## src/logic/clock_switch_defs.vh

```
// Constants for the clock switch control and status block.
// Assumes inclusion by bare name from the logic/ folder.
`ifndef CLOCK_SWITCH_DEFS_VH
`define CLOCK_SWITCH_DEFS_VH
`define ADDR_W 4
`define OFF_REQUEST 4'h0
`define OFF_CURRENT 4'h1
`define OFF_CONTROL3 4'h2
`define OFF_IRQ_STATUS 4'h3
`define OFF_IRQ_MASK 4'h4
`define BIT_HOLD 7
`define BIT_POWER 6
`define BIT_BYPASS 5
`define BIT_COMPLETE 4
`define BIT_READY 3
`define IRQ_BIT_READY 0
`define IRQ_BIT_DONE 1
`define RST_REQUEST 7'h00
`define RST_CONTROL 3'h0
`define RST_IRQ 2'h0
`define SETTLE_NS 200
// Settle time in 50 ns clock cycles, sized to match the settle counter
`define SETTLE_CYC 8'h04
`endif

```

## src/logic/sync_two.v

```verilog
// Two-flop synchroniser for one level from outside the clock domain.
// Assumes an asynchronous active-low reset.
`timescale 1ns/1ps
module sync_two (
   input wire clk_i,
   input wire rst_n_i,
   input wire d_i,
   output wire q_o
);
   reg s1_q;
   reg s2_q;
   always @(posedge clk_i or negedge rst_n_i) begin
      if (!rst_n_i) begin
         s1_q <= 1'b0;
         s2_q <= 1'b0;
      end else begin
         s1_q <= d_i;
         s2_q <= s1_q;
      end
   end
   assign q_o = s2_q;
endmodule // sync_two

```

## src/logic/source_select_mux.v

```verilog
// Picks the ready level of the requested oscillator source.
// Assumes ready inputs are already synchronised.
`timescale 1ns/1ps
module source_select_mux (
   input wire [2:0] source_i,
   input wire [7:0] ready_vec_i,
   output wire ready_o
);
   assign ready_o = ready_vec_i[source_i];
endmodule // source_select_mux

```

## src/logic/clock_switch_control.v

```verilog
// Third oscillator control register with clock switch sequencing.
// Assumes a plain register port on clk_i and oscillator ready levels from
// outside the clock domain, one per source code.
//
// Contract
// - Hold set: pause switch when requested oscillator ready, raise interrupt.
// - Hold clear: switch when requested oscillator ready, raise interrupt.
// - Without bypass, power bit picks high or low power secondary oscillator.
// - Bypass makes input pin an external clock; output pin unused.
// - Complete flag is one when requested equals current, zero while switching.
// - Ready flag is one only while switching and requested oscillator ready.
// - Low three bits read zero; writes there have no effect.
//
// Added by the designer: the placing of the registers and the strobed register port.
`timescale 1ns/1ps
`include "clock_switch_defs.vh"
module clock_switch_control (
   input wire clk_i,
   input wire rst_n_i,
   input wire [`ADDR_W-1:0] addr_i,
   input wire [7:0] wdata_i,
   input wire wr_i,
   input wire rd_i,
   output reg [7:0] rdata_o,
   input wire [7:0] osc_ready_i,
   output wire [2:0] current_source_o,
   output wire [3:0] current_div_o,
   output wire sosc_high_power_o,
   output wire sosc_low_power_o,
   output wire sosc_ext_clock_o,
   output wire sosc_out_enable_o,
   output wire irq_o
);
   localparam ST_IDLE = 3'b001;
   localparam ST_WAIT = 3'b010;
   localparam ST_SETTLE = 3'b100;
   localparam [7:0] SETTLE_CYC = `SETTLE_CYC;

   reg [2:0] state_q;
   reg [2:0] state_d;
   reg [6:0] request_q;
   reg [6:0] current_q;
   reg hold_q;
   reg power_q;
   reg bypass_q;
   reg [1:0] irq_status_q;
   reg [1:0] irq_mask_q;
   reg [7:0] settle_q;
   reg ready_seen_q;
   wire [7:0] ready_sync;
   wire req_ready;
   wire complete;
   wire switching;
   wire ready_flag;
   wire do_switch;
   wire [1:0] irq_set;
   wire wr_ctl;

   genvar g;
   generate
      for (g = 0; g < 8; g = g + 1) begin : g_sync
         sync_two u_sync (
            .clk_i(clk_i),
            .rst_n_i(rst_n_i),
            .d_i(osc_ready_i[g]),
            .q_o(ready_sync[g])
         );
      end
   endgenerate

   source_select_mux u_mux (
      .source_i(request_q[6:4]),
      .ready_vec_i(ready_sync),
      .ready_o(req_ready)
   );

   assign complete = (request_q == current_q);
   assign switching = ~complete;
   assign ready_flag = switching & req_ready & (state_q != ST_IDLE);
   assign wr_ctl = wr_i & (addr_i == `OFF_CONTROL3);
   // Hold is sampled at the switch moment, so a late write still holds it
   assign do_switch = (state_q == ST_SETTLE) & (settle_q == 8'h00) & ~hold_q;
   assign irq_set[`IRQ_BIT_READY] = ready_flag & ~ready_seen_q;
   assign irq_set[`IRQ_BIT_DONE] = do_switch;

   always @* begin
      state_d = state_q;
      case (state_q)
         ST_IDLE: begin
            if (switching) begin
               state_d = ST_WAIT;
            end
         end
         ST_WAIT: begin
            if (complete) begin
               state_d = ST_IDLE;
            end else if (req_ready) begin
               state_d = ST_SETTLE;
            end
         end
         ST_SETTLE: begin
            if (do_switch | complete) begin
               state_d = ST_IDLE;
            end else if (!req_ready) begin
               state_d = ST_WAIT;
            end
         end
         default: begin
            state_d = ST_IDLE;
         end
      endcase
   end

   always @(posedge clk_i or negedge rst_n_i) begin
      if (!rst_n_i) begin
         state_q <= ST_IDLE;
         request_q <= `RST_REQUEST;
         current_q <= `RST_REQUEST;
         hold_q <= 1'b0;
         power_q <= 1'b0;
         bypass_q <= 1'b0;
         irq_status_q <= `RST_IRQ;
         irq_mask_q <= `RST_IRQ;
         settle_q <= 8'h00;
         ready_seen_q <= 1'b0;
      end else begin
         state_q <= state_d;
         ready_seen_q <= ready_flag;
         if (state_q == ST_WAIT && req_ready) begin
            settle_q <= SETTLE_CYC - 8'h01;
         end else if (settle_q != 8'h00) begin
            settle_q <= settle_q - 8'h01;
         end
         if (wr_i && addr_i == `OFF_REQUEST) begin
            request_q <= wdata_i[6:0];
         end
         if (do_switch) begin
            current_q <= request_q;
         end
         // Hardware clear beats a software write in the same cycle
         if (do_switch || (complete && state_q != ST_IDLE)) begin
            hold_q <= 1'b0;
         end else if (wr_ctl) begin
            hold_q <= wdata_i[`BIT_HOLD];
         end
         if (wr_ctl) begin
            power_q <= wdata_i[`BIT_POWER];
            bypass_q <= wdata_i[`BIT_BYPASS];
         end
         if (wr_i && addr_i == `OFF_IRQ_MASK) begin
            irq_mask_q <= wdata_i[1:0];
         end
         // Set wins over a write-one clear in the same cycle
         if (wr_i && addr_i == `OFF_IRQ_STATUS) begin
            irq_status_q <= (irq_status_q & ~wdata_i[1:0]) | irq_set;
         end else begin
            irq_status_q <= irq_status_q | irq_set;
         end
      end
   end

   always @(posedge clk_i or negedge rst_n_i) begin
      if (!rst_n_i) begin
         rdata_o <= 8'h00;
      end else if (rd_i) begin
         case (addr_i)
            `OFF_REQUEST: rdata_o <= {1'b0, request_q};
            `OFF_CURRENT: rdata_o <= {1'b0, current_q};
            `OFF_CONTROL3: rdata_o <= {hold_q, power_q, bypass_q, complete, ready_flag, 3'h0};
            `OFF_IRQ_STATUS: rdata_o <= {6'h00, irq_status_q};
            `OFF_IRQ_MASK: rdata_o <= {6'h00, irq_mask_q};
            default: rdata_o <= 8'h00;
         endcase
      end else begin
         rdata_o <= 8'h00;
      end
   end

   assign current_source_o = current_q[6:4];
   assign current_div_o = current_q[3:0];
   assign sosc_high_power_o = ~bypass_q & power_q;
   assign sosc_low_power_o = ~bypass_q & ~power_q;
   assign sosc_ext_clock_o = bypass_q;
   assign sosc_out_enable_o = ~bypass_q;
   assign irq_o = |(irq_status_q & irq_mask_q);
endmodule // clock_switch_control

```

## config.mk

```make
export PLATFORM = sky130hd
export DESIGN_NAME = clock_switch_control
export DESIGN_NICKNAME = d
export VERILOG_FILES = /design/src/logic/sync_two.v /design/src/logic/source_select_mux.v /design/src/logic/clock_switch_control.v
export VERILOG_INCLUDE_DIRS = /design/src /design/src/logic
export SDC_FILE = /design/constraint.sdc
export NUM_CORES = 1
export LEC_CHECK = 0
export BUFFER_PORTS_ARGS = -buffer_cell sky130_fd_sc_hd__buf_2
export CORE_ASPECT_RATIO = 1.75
export CORE_MARGIN = 4
export CORE_UTILIZATION = 55
export CTS_CLUSTER_DIAMETER = 120
export DETAILED_ROUTE_END_ITERATION = 8
export HOLD_SLACK_MARGIN = 0.08
export PLACE_DENSITY = 0.78
export SYNTH_ARGS = -nofsm -noshare
export SYNTH_HDL_FRONTEND = slang
export SYNTH_SLANG_ARGS = --single-unit
```

## constraint.sdc

```tcl
create_clock -name clk_i -period 2.5 [get_ports clk_i]
set_clock_uncertainty 0.05 [all_clocks]
set_input_delay 0.125 -clock clk_i [delete_from_list [all_inputs] [get_ports clk_i]]
set_output_delay 0.125 -clock clk_i [all_outputs]
set_load 0.01 [all_outputs]
```

==> results of run 1 <==
critical path: cells and delay by family (launching register included):
kind	cells	cell delay, ns
xor+xnor	1	0.19
compound gates	1	0.63
flops	1	0.38
simple gates	2	0.22
buf+inv	1	0.08
fa+ha+maj	1	0.21
state kept, by name, indices dropped and copies added, names as in the netlist:
name,flops
irq_status_q,2
request_q,7
state_q,3
g_sync.u_sync.s1_q,8
settle_q,8
hold_q,1
ready_seen_q,1
current_q,7
rdata_o,8
sosc_ext_clock_o,1
irq_mask_q,2
g_sync.u_sync.q_o,8
power_q,1
per-layer routing:
metal  up-vias  routed length [um]  part of all wire  track usage
met3         7                 315             0.060       0.0582
met4         0                  72             0.014       0.0853
met2        51                2780              0.53        0.324
met1       933                2120              0.40        0.253
met5         -                   0                 0            0
li1        929                   -                 -            -
cell families (layout without fill, tap and decap cells):
kind of cell	count (synthesis)	count (layout)	synth area share
AND/OR/NAND/NOR	89	89	0.178
flip-flops	57	57	0.558
AO/OA/AOI/OAI	30	30	0.0939
XOR/XNOR	13	13	0.0445
buffers and inverters	13	86	0.0225
adder cells (fa/ha/maj)	2	2	0.00978
multiplexers	22	22	0.0930
final cells by class:
class	count	area, um^2	share of cell area
Clock buffer	9	124	0.0386
Clock inverter	7	80.1	0.0250
Inverter	6	22.5	0.00702
Multi-Input combinational cell	156	1070	0.334
Sequential cell	57	1430	0.445
Tap cell	51	63.8	0.0199
Timing Repair Buffer	64	418	0.130
repair_timing:
action	4_1_cts	5_1_grt
endpoints found under the hold margin	45	0
hold buffers	18	0
setup endpoints to repair	0	0
per-stage QoR:
stage,utilization,power [mW],setup slack [ns],hold slack (ns),area [um^2]
2_1_floorplan,-,1.80,0.725,-0.221,2560
3_3_place_gp,0.635,1.99,0.659,0.0371,2820
3_5_place_dp,0.635,2.01,0.624,0.0486,2820
4_1_cts,0.722,2.90,0.613,0.0849,3210
5_1_grt,0.722,3.06,0.423,0.107,3210
6_report,0.722,2.88,0.627,0.0952,3210
final timing paths:
check                                 startpoint                    to  cells after the start
hold / removal                              wr_i       irq_status_q[1]                      3
setup reg to reg                     settle_q[0]           settle_q[4]                      6
setup / recovery                     settle_q[0]           settle_q[4]                      6
max in group asynchronous                rst_n_i            state_q[0]                      3
min in group asynchronous                rst_n_i  g_sync[7].u_sync.q_o                      2
hold reg to reg            g_sync[7].u_sync.s1_q  g_sync[7].u_sync.q_o                      0
power groups by stage:
stage,clock [mW],sequential [mW],combinational (mW)
2_1_floorplan,0,1.24,0.561
3_3_place_gp,0,1.29,0.698
3_5_place_dp,0,1.30,0.710
4_1_cts,0.876,1.28,0.740
5_1_grt,0.928,1.31,0.821
6_report,0.860,1.29,0.735
placed cells by master (no fill, tap or decap), types with 2 or more instances in the layout:
master,instances
or3_1,3
o21ai_0,4
buf_4,3
and3_1,2
a22o_1,3
ha_1,2
clkbuf_8,9
and2_1,2
nor4b_1,2
o41ai_2,2
a2111oi_0,2
mux2i_1,8
nand3_1,6
a21o_1,2
o21a_1,2
mux2_2,14
xnor2_1,10
nor2_1,20
a22oi_1,2
nor3b_1,2
nor3_1,3
nand4_1,3
nand2_1,31
inv_1,6
o211ai_1,2
xor2_1,3
buf_2,43
dlygate4sd3_1,18
dfrtp_1,56
clkinvlp_4,2
a21oi_1,4
nor2b_1,4
clkinv_4,3
==> impl_metrics.env, run 1 <==
export IMPL_syn_inst=226
export IMPL_critPathKind="reg -> reg"
export IMPL_grt_pass1_wl_um=8980
export IMPL_power_leakage_nw=1.53
export IMPL_die_h_um=98.2
export IMPL_clkSlewWorstSetupHoldPaths_ns=0.07
export IMPL_period_share=0.749
export IMPL_yosysTopAreaCellShare=0.548
export IMPL_slew_headroom=0.561
export IMPL_worst_setup_path_start_kind="flop"
export IMPL_die_area_um2=5850
export IMPL_fin_nets=320
export IMPL_synthesis_area_um2=2560
export IMPL_antenna_found_initial=0
export IMPL_outcome="completed"
export IMPL_endpoint_kind="flop"
export IMPL_synthArstFlopShare=1.00
export IMPL_cts_sinks=57
export IMPL_ys_ff_latch=57
export IMPL_yosysWarningCount=0
export IMPL_rsz0062_at_grt="false"
export IMPL_tns_ns=0
export IMPL_fmax_mhz=534
export IMPL_arrival_ns=2.02
export IMPL_numPortBuffers=43
export IMPL_start_util=0.575
export IMPL_nFillCells=322
export IMPL_clockRootBuffer="clkbuf_8"
export IMPL_drtAntennaViolNets=0
export IMPL_instances_no_fill=350
export IMPL_rrSetupSlack_ns=0.63
export IMPL_crit_path_max_incr_delay_ns=0.63
export IMPL_period_needed_ns=1.87
export IMPL_cp_required_ns=2.65
export IMPL_synth_largest_area_cell="dfrtp_1"
export IMPL_syn_avg_cell_area_um2=11.3
export IMPL_cellInternalPower_mw=1.93
export IMPL_cp_slowest_cell="a2111oi_0"
export IMPL_switching_share=0.332
export IMPL_tritoncts="yes"
export IMPL_grt_pass1_vias=1944
export IMPL_synth_edff_count=0
export IMPL_cts_buffers=9
export IMPL_hold_viol=0
export IMPL_final_max_slew_violation_count=0
export IMPL_hpwl_um=3630
export IMPL_gp_congestion=0.828
export IMPL_syn2layout_area_growth_pct=25.4
export IMPL_cts_repair_resized=0
export IMPL_maxCapViolCount=0
export IMPL_tightest_slew_ns=0.642
export IMPL_combPwrFrac=0.255
export IMPL_grt_usage=0.203
export IMPL_wl_per_cell_um=15.1
export IMPL_ioPinCount=44
export IMPL_cp_max_fo=3
export IMPL_p_per_area_nw_per_um2=898
export IMPL_drt_iter0_markers=47
export IMPL_dr_pass1_iters=4
export IMPL_seqPwrFrac=0.446
export IMPL_routed_wl_um=5290
export IMPL_path_cells="inv_1 > ha_1 > nor3b_1 > a2111oi_0 > xnor2_1 > nor2_1"
export IMPL_fp_dieW_um=59.5
export IMPL_vias=1920
export IMPL_cts_path_max_buffers=2
export IMPL_p_sw_mw=0.956
export IMPL_drc=0
export IMPL_overflow=0
export IMPL_viasPerCell=5.49
export IMPL_yosysMostFrequentCell="dfrtp_1"
export IMPL_clock_power_share=0.299
export IMPL_ys_seq_area_frac=0.558
export IMPL_synthTopCellsByArea="dfrtp_1 55%, mux2_2 6.2%, nand2_1 4.5%"
export IMPL_irDropWorstVdd_mv=0.913
export IMPL_cts_setup_buffers=0
export IMPL_synth_main_ff_cell="dfrtp_1"
export IMPL_setup_viol=0
export IMPL_drive_above_1_share=0.288
export IMPL_htreeDepth=3
export IMPL_clkLatencyLatePin_ns=0.34
export IMPL_syn_nets=252
export IMPL_yosys_top_cells_count="56 x dfrtp_1, 31 x nand2_1, 20 x nor2_1"
export IMPL_synthDistinctLibCells=50
export IMPL_core_rowCount=32
export IMPL_hp_class="in -> reg"
export IMPL_grt_max_degree=38
export IMPL_coreArea_um2=4440
export IMPL_diodes=0
export IMPL_dp_cells=316
(Power assumes the default switching activity.)
==> run 2: changes to the inputs <==
--- a/config.mk
+++ b/config.mk
@@ -9,11 +9,11 @@
 export BUFFER_PORTS_ARGS = -buffer_cell sky130_fd_sc_hd__buf_2
 export CORE_ASPECT_RATIO = 1.75
 export CORE_MARGIN = 4
-export CORE_UTILIZATION = 55
+export CORE_UTILIZATION = 50
 export CTS_CLUSTER_DIAMETER = 120
 export DETAILED_ROUTE_END_ITERATION = 8
 export HOLD_SLACK_MARGIN = 0.08
-export PLACE_DENSITY = 0.78
+export PLACE_DENSITY = 0.75
 export SYNTH_ARGS = -nofsm -noshare
 export SYNTH_HDL_FRONTEND = slang
 export SYNTH_SLANG_ARGS = --single-unit
==> constraint.sdc (replaced) <==
create_clock -name clk_i -period 1.5 [get_ports clk_i]
set_clock_uncertainty 0.05 [all_clocks]
set_input_delay 0.075 -clock clk_i [delete_from_list [all_inputs] [get_ports clk_i]]
set_output_delay 0.075 -clock clk_i [all_outputs]
set_load 0.01 [all_outputs]
==> run 2 against run 1 <==
Net effect: the flow now finishes with violations (negative setup slack); via count up 10%; clock power up 88%; critical path depth unchanged; first-iteration DRC count up 66%; sequential power up 67%; maximum frequency up 14%; utilization up 4.0 points; setup slack worse by 0.77 ns; largest cell class unchanged; largest power group unchanged; highest routed layer unchanged.
==> impl_metrics.env, run 2 (same netlist as run 1, synthesis figures left out) <==
export IMPL_outcome="complete, but fails checks"
export IMPL_violations="negative setup slack"
export IMPL_dp_cells=346
export IMPL_fin_nets=356
export IMPL_drive_above_1_share=0.445
export IMPL_numPortBuffers=43
export IMPL_grt_pass1_vias=2176
export IMPL_htreeDepth=3
export IMPL_hpwl_um=4090
export IMPL_arrival_ns=1.83
export IMPL_power_leakage_nw=1.78
export IMPL_clockRootBuffer="clkbuf_8"
export IMPL_hold_slack_ns=0.127
export IMPL_grt_usage=0.235
export IMPL_drt_iter0_markers=78
export IMPL_maxCapViolCount=0
export IMPL_r2r_cells=6
export IMPL_setup_viol=22
export IMPL_vias=2119
export IMPL_crit_path_max_incr_delay_ns=0.39
export IMPL_fmax_mhz=607
export IMPL_die_h_um=103
export IMPL_overflow=0
export IMPL_antenna_found_initial=0
export IMPL_final_max_slew_violation_count=0
export IMPL_final_cell_mix="54 x dfrtp_1, 43 x buf_2, 29 x buf_4"
export IMPL_final_seq_area_um2=1430
export IMPL_tightest_slew_ns=0.516
export IMPL_hp_class="in -> reg"
export IMPL_period_share=1.10
export IMPL_min_to="rdata_o[4]"
export IMPL_slew_headroom=0.656
export IMPL_multi_input_area_um2=1310
export IMPL_crit_buf_inv=1
export IMPL_drtAntennaViolNets=0
export IMPL_syn2layout_area_growth_pct=48.3
export IMPL_cts_buffers=9
export IMPL_clkLatencyLatePin_ns=0.34
export IMPL_hp_start="addr_i[1]"
export IMPL_grt_pass1_wl_um=10700
export IMPL_cp_required_ns=1.68
export IMPL_path_delay_family="simple AND/OR/NAND/NOR gates"
export IMPL_viasPerCell=5.45
export IMPL_r2r_end="settle_q[1]"
export IMPL_dr_pass1_iters=4
export IMPL_gp_congestion=0.779
export IMPL_timing_rr_start="settle_q[1]"
export IMPL_whs_path_depth=3
export IMPL_cts_path_max_buffers=2
export IMPL_tritoncts="yes"
export IMPL_irDropWorstVdd_mv=1.59
export IMPL_die_area_um2=6370
export IMPL_nFillCells=315
export IMPL_diodes=0
export IMPL_rsz0062_at_grt="true"
export IMPL_endpoint_kind="flop"
export IMPL_clkSlewWorstSetupHoldPaths_ns=0.07
export IMPL_final_common_cell="dfrtp_1"
export IMPL_hold_viol=0
export IMPL_core_rowCount=34
export IMPL_grt_max_degree=23
export IMPL_cts_sinks=57
export IMPL_instances_no_fill=389
export IMPL_cp_max_fo=6
export IMPL_path_cells="inv_2 > ha_4 > nor3b_4 > nand2_2 > mux2i_1 > or2_1"
export IMPL_post_route_util=0.762
export IMPL_rrSetupSlack_ns=-0.15
export IMPL_cp_slowest_cell="dfrtp_1"
export IMPL_start_util=0.514
export IMPL_period_needed_ns=1.65
export IMPL_worst_setup_path_start_kind="flop"
export IMPL_critPathKind="reg -> reg"
export IMPL_p_per_area_nw_per_um2=1570
export IMPL_fp_dieW_um=62.1
export IMPL_layout_setup_ws_ns=-0.148
export IMPL_ioPinCount=44
export IMPL_coreArea_um2=4980
export IMPL_drc=0
export IMPL_routed_wl_um=6450
export IMPL_wl_per_cell_um=16.6
[run 2: worst max-delay path by stage]
stage          depth (start not counted)              end  slack, ns          from
2_1_floorplan                          5  irq_status_q[0]      -0.07  request_q[4]
3_3_place_gp                           5  irq_status_q[0]       -0.1  request_q[4]
3_5_place_dp                           5  irq_status_q[0]      -0.20  request_q[4]
4_1_cts                                7     current_q[3]      -0.08   settle_q[1]
5_1_grt                                7     current_q[0]      -0.20   settle_q[1]
6_report                               6      settle_q[1]      -0.15   settle_q[1]
[run 2: repair_timing]
| item | 4_1_cts | 5_1_grt |
|---|---|---|
| pin swaps | 7 | 16 |
| hold buffers | 21 | 0 |
| endpoints found under the hold margin | 67 | 0 |
| buffers inserted | 5 | 2 |
| setup endpoints to repair | 23 | 26 |
| resized for setup | 18 | 23 |
[run 2: tightest hold or removal path: cells and delay by family]
| family | cells | cell delay (ns) |
|---|---|---|
| AOI/OAI and AO/OA | 1 | 0.18 |
| buffers and inverters | 1 | 0.15 |
| and+or+nand+nor | 1 | 0.07 |
[run 2: power by group]
group          internal (mW)  switching, mW
Clock                  0.951          0.672
Combinational           1.14           1.01
Sequential              1.84          0.324
[run 2: routing by layer]
layer / vias to the layer above / GRT usage / wire (um)
met1: 1033 / 0.276 / 2530
li1: 1003 / - / -
met5: - / 0 / 0
met2: 66 / 0.388 / 3430
met3: 17 / 0.0727 / 298
met4: 0 / 0.0948 / 182
[run 2: layout make-up]
type / count / area share
multi-input combinational: 156 / 0.345
inverter: 6 / 0.00594
clock buffer: 9 / 0.0327
timing repair buffer: 100 / 0.195
sequential: 57 / 0.377
clock inverter: 7 / 0.0270
tap: 54 / 0.0178
[run 2: through the flow]
stage	power, mW	worst slack, ns	setup TNS [ns]	instance area [um^2]
2_1_floorplan	3.15	-0.0723	-0.252	2630
3_3_place_gp	3.74	-0.0995	-1.07	3110
3_5_place_dp	3.80	-0.204	-2.08	3110
4_1_cts	5.79	-0.0767	-1.16	3700
5_1_grt	6.27	-0.203	-3.47	3790
6_report	5.94	-0.148	-1.95	3790
==> run 3: changes to the inputs <==
--- a/config.mk
+++ b/config.mk
@@ -7,12 +7,14 @@
 export NUM_CORES = 1
 export LEC_CHECK = 0
 export BUFFER_PORTS_ARGS = -buffer_cell sky130_fd_sc_hd__buf_2
+export CAP_MARGIN = 20
 export CORE_ASPECT_RATIO = 1.75
 export CORE_MARGIN = 4
 export CORE_UTILIZATION = 50
 export CTS_CLUSTER_DIAMETER = 120
 export DETAILED_ROUTE_END_ITERATION = 8
 export HOLD_SLACK_MARGIN = 0.08
+export MAX_ROUTING_LAYER = met4
 export PLACE_DENSITY = 0.75
 export SYNTH_ARGS = -nofsm -noshare
 export SYNTH_HDL_FRONTEND = slang
==> run 3 against run 2 <==
Net effect: the run still ends with negative setup slack left; utilization unchanged; routed wire length increased by 1.1%; first-iteration DRC count decreased by 9.0%; count of clock-buffer cells in the layout unchanged; global-route usage increased by 0.70 points; via count decreased by 0.28%; highest routed layer unchanged; maximum frequency increased by 0.41%; cell count unchanged; combinational power about the same; largest power group unchanged; flip-flop and latch count unchanged.
==> impl_metrics.env, run 3 (same netlist as run 1, synthesis figures left out) <==
export IMPL_fmax_mhz=609
export IMPL_tns_ns=-1.85
export IMPL_clockRootBuffer="clkbuf_8"
export IMPL_cp_max_fo=6
export IMPL_drt_iter0_markers=71
export IMPL_final_cell_mix="54 x dfrtp_1, 43 x buf_2, 29 x buf_4"
export IMPL_hp_class="in -> reg"
export IMPL_cts_sinks=57
export IMPL_coreArea_um2=4980
export IMPL_hpwl_um=4090
export IMPL_overflow=0
export IMPL_met1_usage=0.278
export IMPL_drive_above_1_share=0.445
export IMPL_p_per_area_nw_per_um2=1570
export IMPL_grt_usage=0.242
export IMPL_endpoint_kind="flop"
export IMPL_p_sw_mw=2.01
export IMPL_die_h_um=103
export IMPL_outcome="complete, but fails checks"
export IMPL_clkLatencyLatePin_ns=0.34
export IMPL_cellInternalPower_mw=3.93
export IMPL_vias=2113
export IMPL_cts_path_max_buffers=2
export IMPL_tightest_slew_ns=0.523
export IMPL_die_area_um2=6370
export IMPL_routed_wl_um=6520
export IMPL_fin_nets=356
export IMPL_layout_setup_ws_ns=-0.141
export IMPL_core_rowCount=34
export IMPL_irDropWorstVdd_mv=1.59
export IMPL_violations="negative setup slack"
export IMPL_maxCapViolCount=0
export IMPL_numPortBuffers=43
export IMPL_grt_pass1_wl_um=10700
export IMPL_rrSetupSlack_ns=-0.14
export IMPL_ioPinCount=44
export IMPL_syn2layout_area_growth_pct=48.3
export IMPL_viasPerCell=5.43
export IMPL_setup_viol=22
export IMPL_clkSlewWorstSetupHoldPaths_ns=0.07
export IMPL_cts_buffers=9
export IMPL_hold_viol=0
export IMPL_antenna_found_initial=0
export IMPL_final_common_cell="dfrtp_1"
export IMPL_tritoncts="yes"
export IMPL_slew_headroom=0.651
export IMPL_drc=0
export IMPL_start_util=0.514
export IMPL_combPwrFrac=0.363
export IMPL_period_needed_ns=1.64
export IMPL_arrival_ns=1.82
export IMPL_drtAntennaViolNets=0
export IMPL_p_total_mw=5.94
export IMPL_cp_required_ns=1.68
export IMPL_fp_dieW_um=62.1
export IMPL_wl_per_cell_um=16.8
export IMPL_clock_power_share=0.273
export IMPL_grt_pass1_vias=2178
export IMPL_power_leakage_nw=1.78
export IMPL_grtUsageMet3=0.0689
export IMPL_switching_share=0.339
export IMPL_dr_pass1_iters=4
export IMPL_htreeDepth=3
export IMPL_post_route_util=0.762
export IMPL_gp_congestion=0.790
export IMPL_worst_setup_path_start_kind="flop"
export IMPL_period_share=1.09
export IMPL_hold_slack_ns=0.125
export IMPL_seqPwrFrac=0.363
export IMPL_rsz0062_at_grt="true"
export IMPL_nFillCells=315
export IMPL_place_ws_ns=-0.204
export IMPL_use_met2=0.389
export IMPL_critPathKind="reg -> reg"
export IMPL_top_usage_layer="met2"
export IMPL_grt_max_degree=23
export IMPL_final_max_slew_violation_count=0
export IMPL_diodes=0
[run 3: cell counts in the layout (fill, tap and decap cells not counted)]
No cell type changed its count.
[run 3: worst max-delay path, cell delays in order, from the launching register on]
cell	delay [ns]
dfrtp_1	0.39
inv_2	0.09
ha_4	0.14
nor3b_4	0.36
nand2_2	0.16
mux2i_1	0.14
or2_1	0.20
[run 3: metrics by stage]
step / cell area, um^2 / std cells
2_1_floorplan: 2630 / 226
3_3_place_gp: 3110 / 346
3_5_place_dp: 3110 / 346
4_1_cts: 3700 / 388
5_1_grt: 3790 / 389
6_report: 3790 / 389
[run 3: worst paths after layout]
| kind | startpoint | end | depth (start not counted) |
|---|---|---|---|
| max | settle_q[1] | settle_q[1] | 6 |
| min reg2reg | g_sync[6].u_sync.s1_q | g_sync[6].u_sync.q_o | 0 |
| max in group asynchronous | rst_n_i | irq_status_q[1] | 3 |
| min | addr_i[1] | rdata_o[4] | 3 |
| min in group asynchronous | rst_n_i | rdata_o[0] | 2 |
| max reg2reg | settle_q[1] | settle_q[1] | 6 |
[run 3: layer usage]
layer | routed length, um | vias to the layer above | share of wire
met5 | 0 | - | 0
met4 | 157 | 0 | 0.024
met3 | 299 | 14 | 0.046
met2 | 3500 | 66 | 0.54
met1 | 2560 | 1031 | 0.39
li1 | - | 1002 | -
[run 3: power groups by stage]
stage	combinational, mW	sequential [mW]	clock [mW]
3_3_place_gp	1.60	2.13	0
6_report	2.16	2.16	1.62
4_1_cts	1.99	2.15	1.65
3_5_place_dp	1.65	2.15	0
2_1_floorplan	1.05	2.10	0
5_1_grt	2.33	2.21	1.73
[run 3: repair_timing]
| item | in CTS | in global routing |
|---|---|---|
| pin swaps | 7 | 16 |
| endpoints found under the hold margin | 67 | 0 |
| setup buffers | 5 | 2 |
| resized for setup | 18 | 23 |
| endpoints found under the setup margin | 23 | 26 |
| hold buffers | 21 | 0 |
[run 3: cell type report]
class	count	area [um^2]	area share
flip-flops and latches	57	1430	0.377
clock inverters	7	103	0.0270
inverters	6	22.5	0.00594
well taps	54	67.6	0.0178
clock buffers	9	124	0.0327
multi-input cells	156	1310	0.345
repair buffers	100	739	0.195
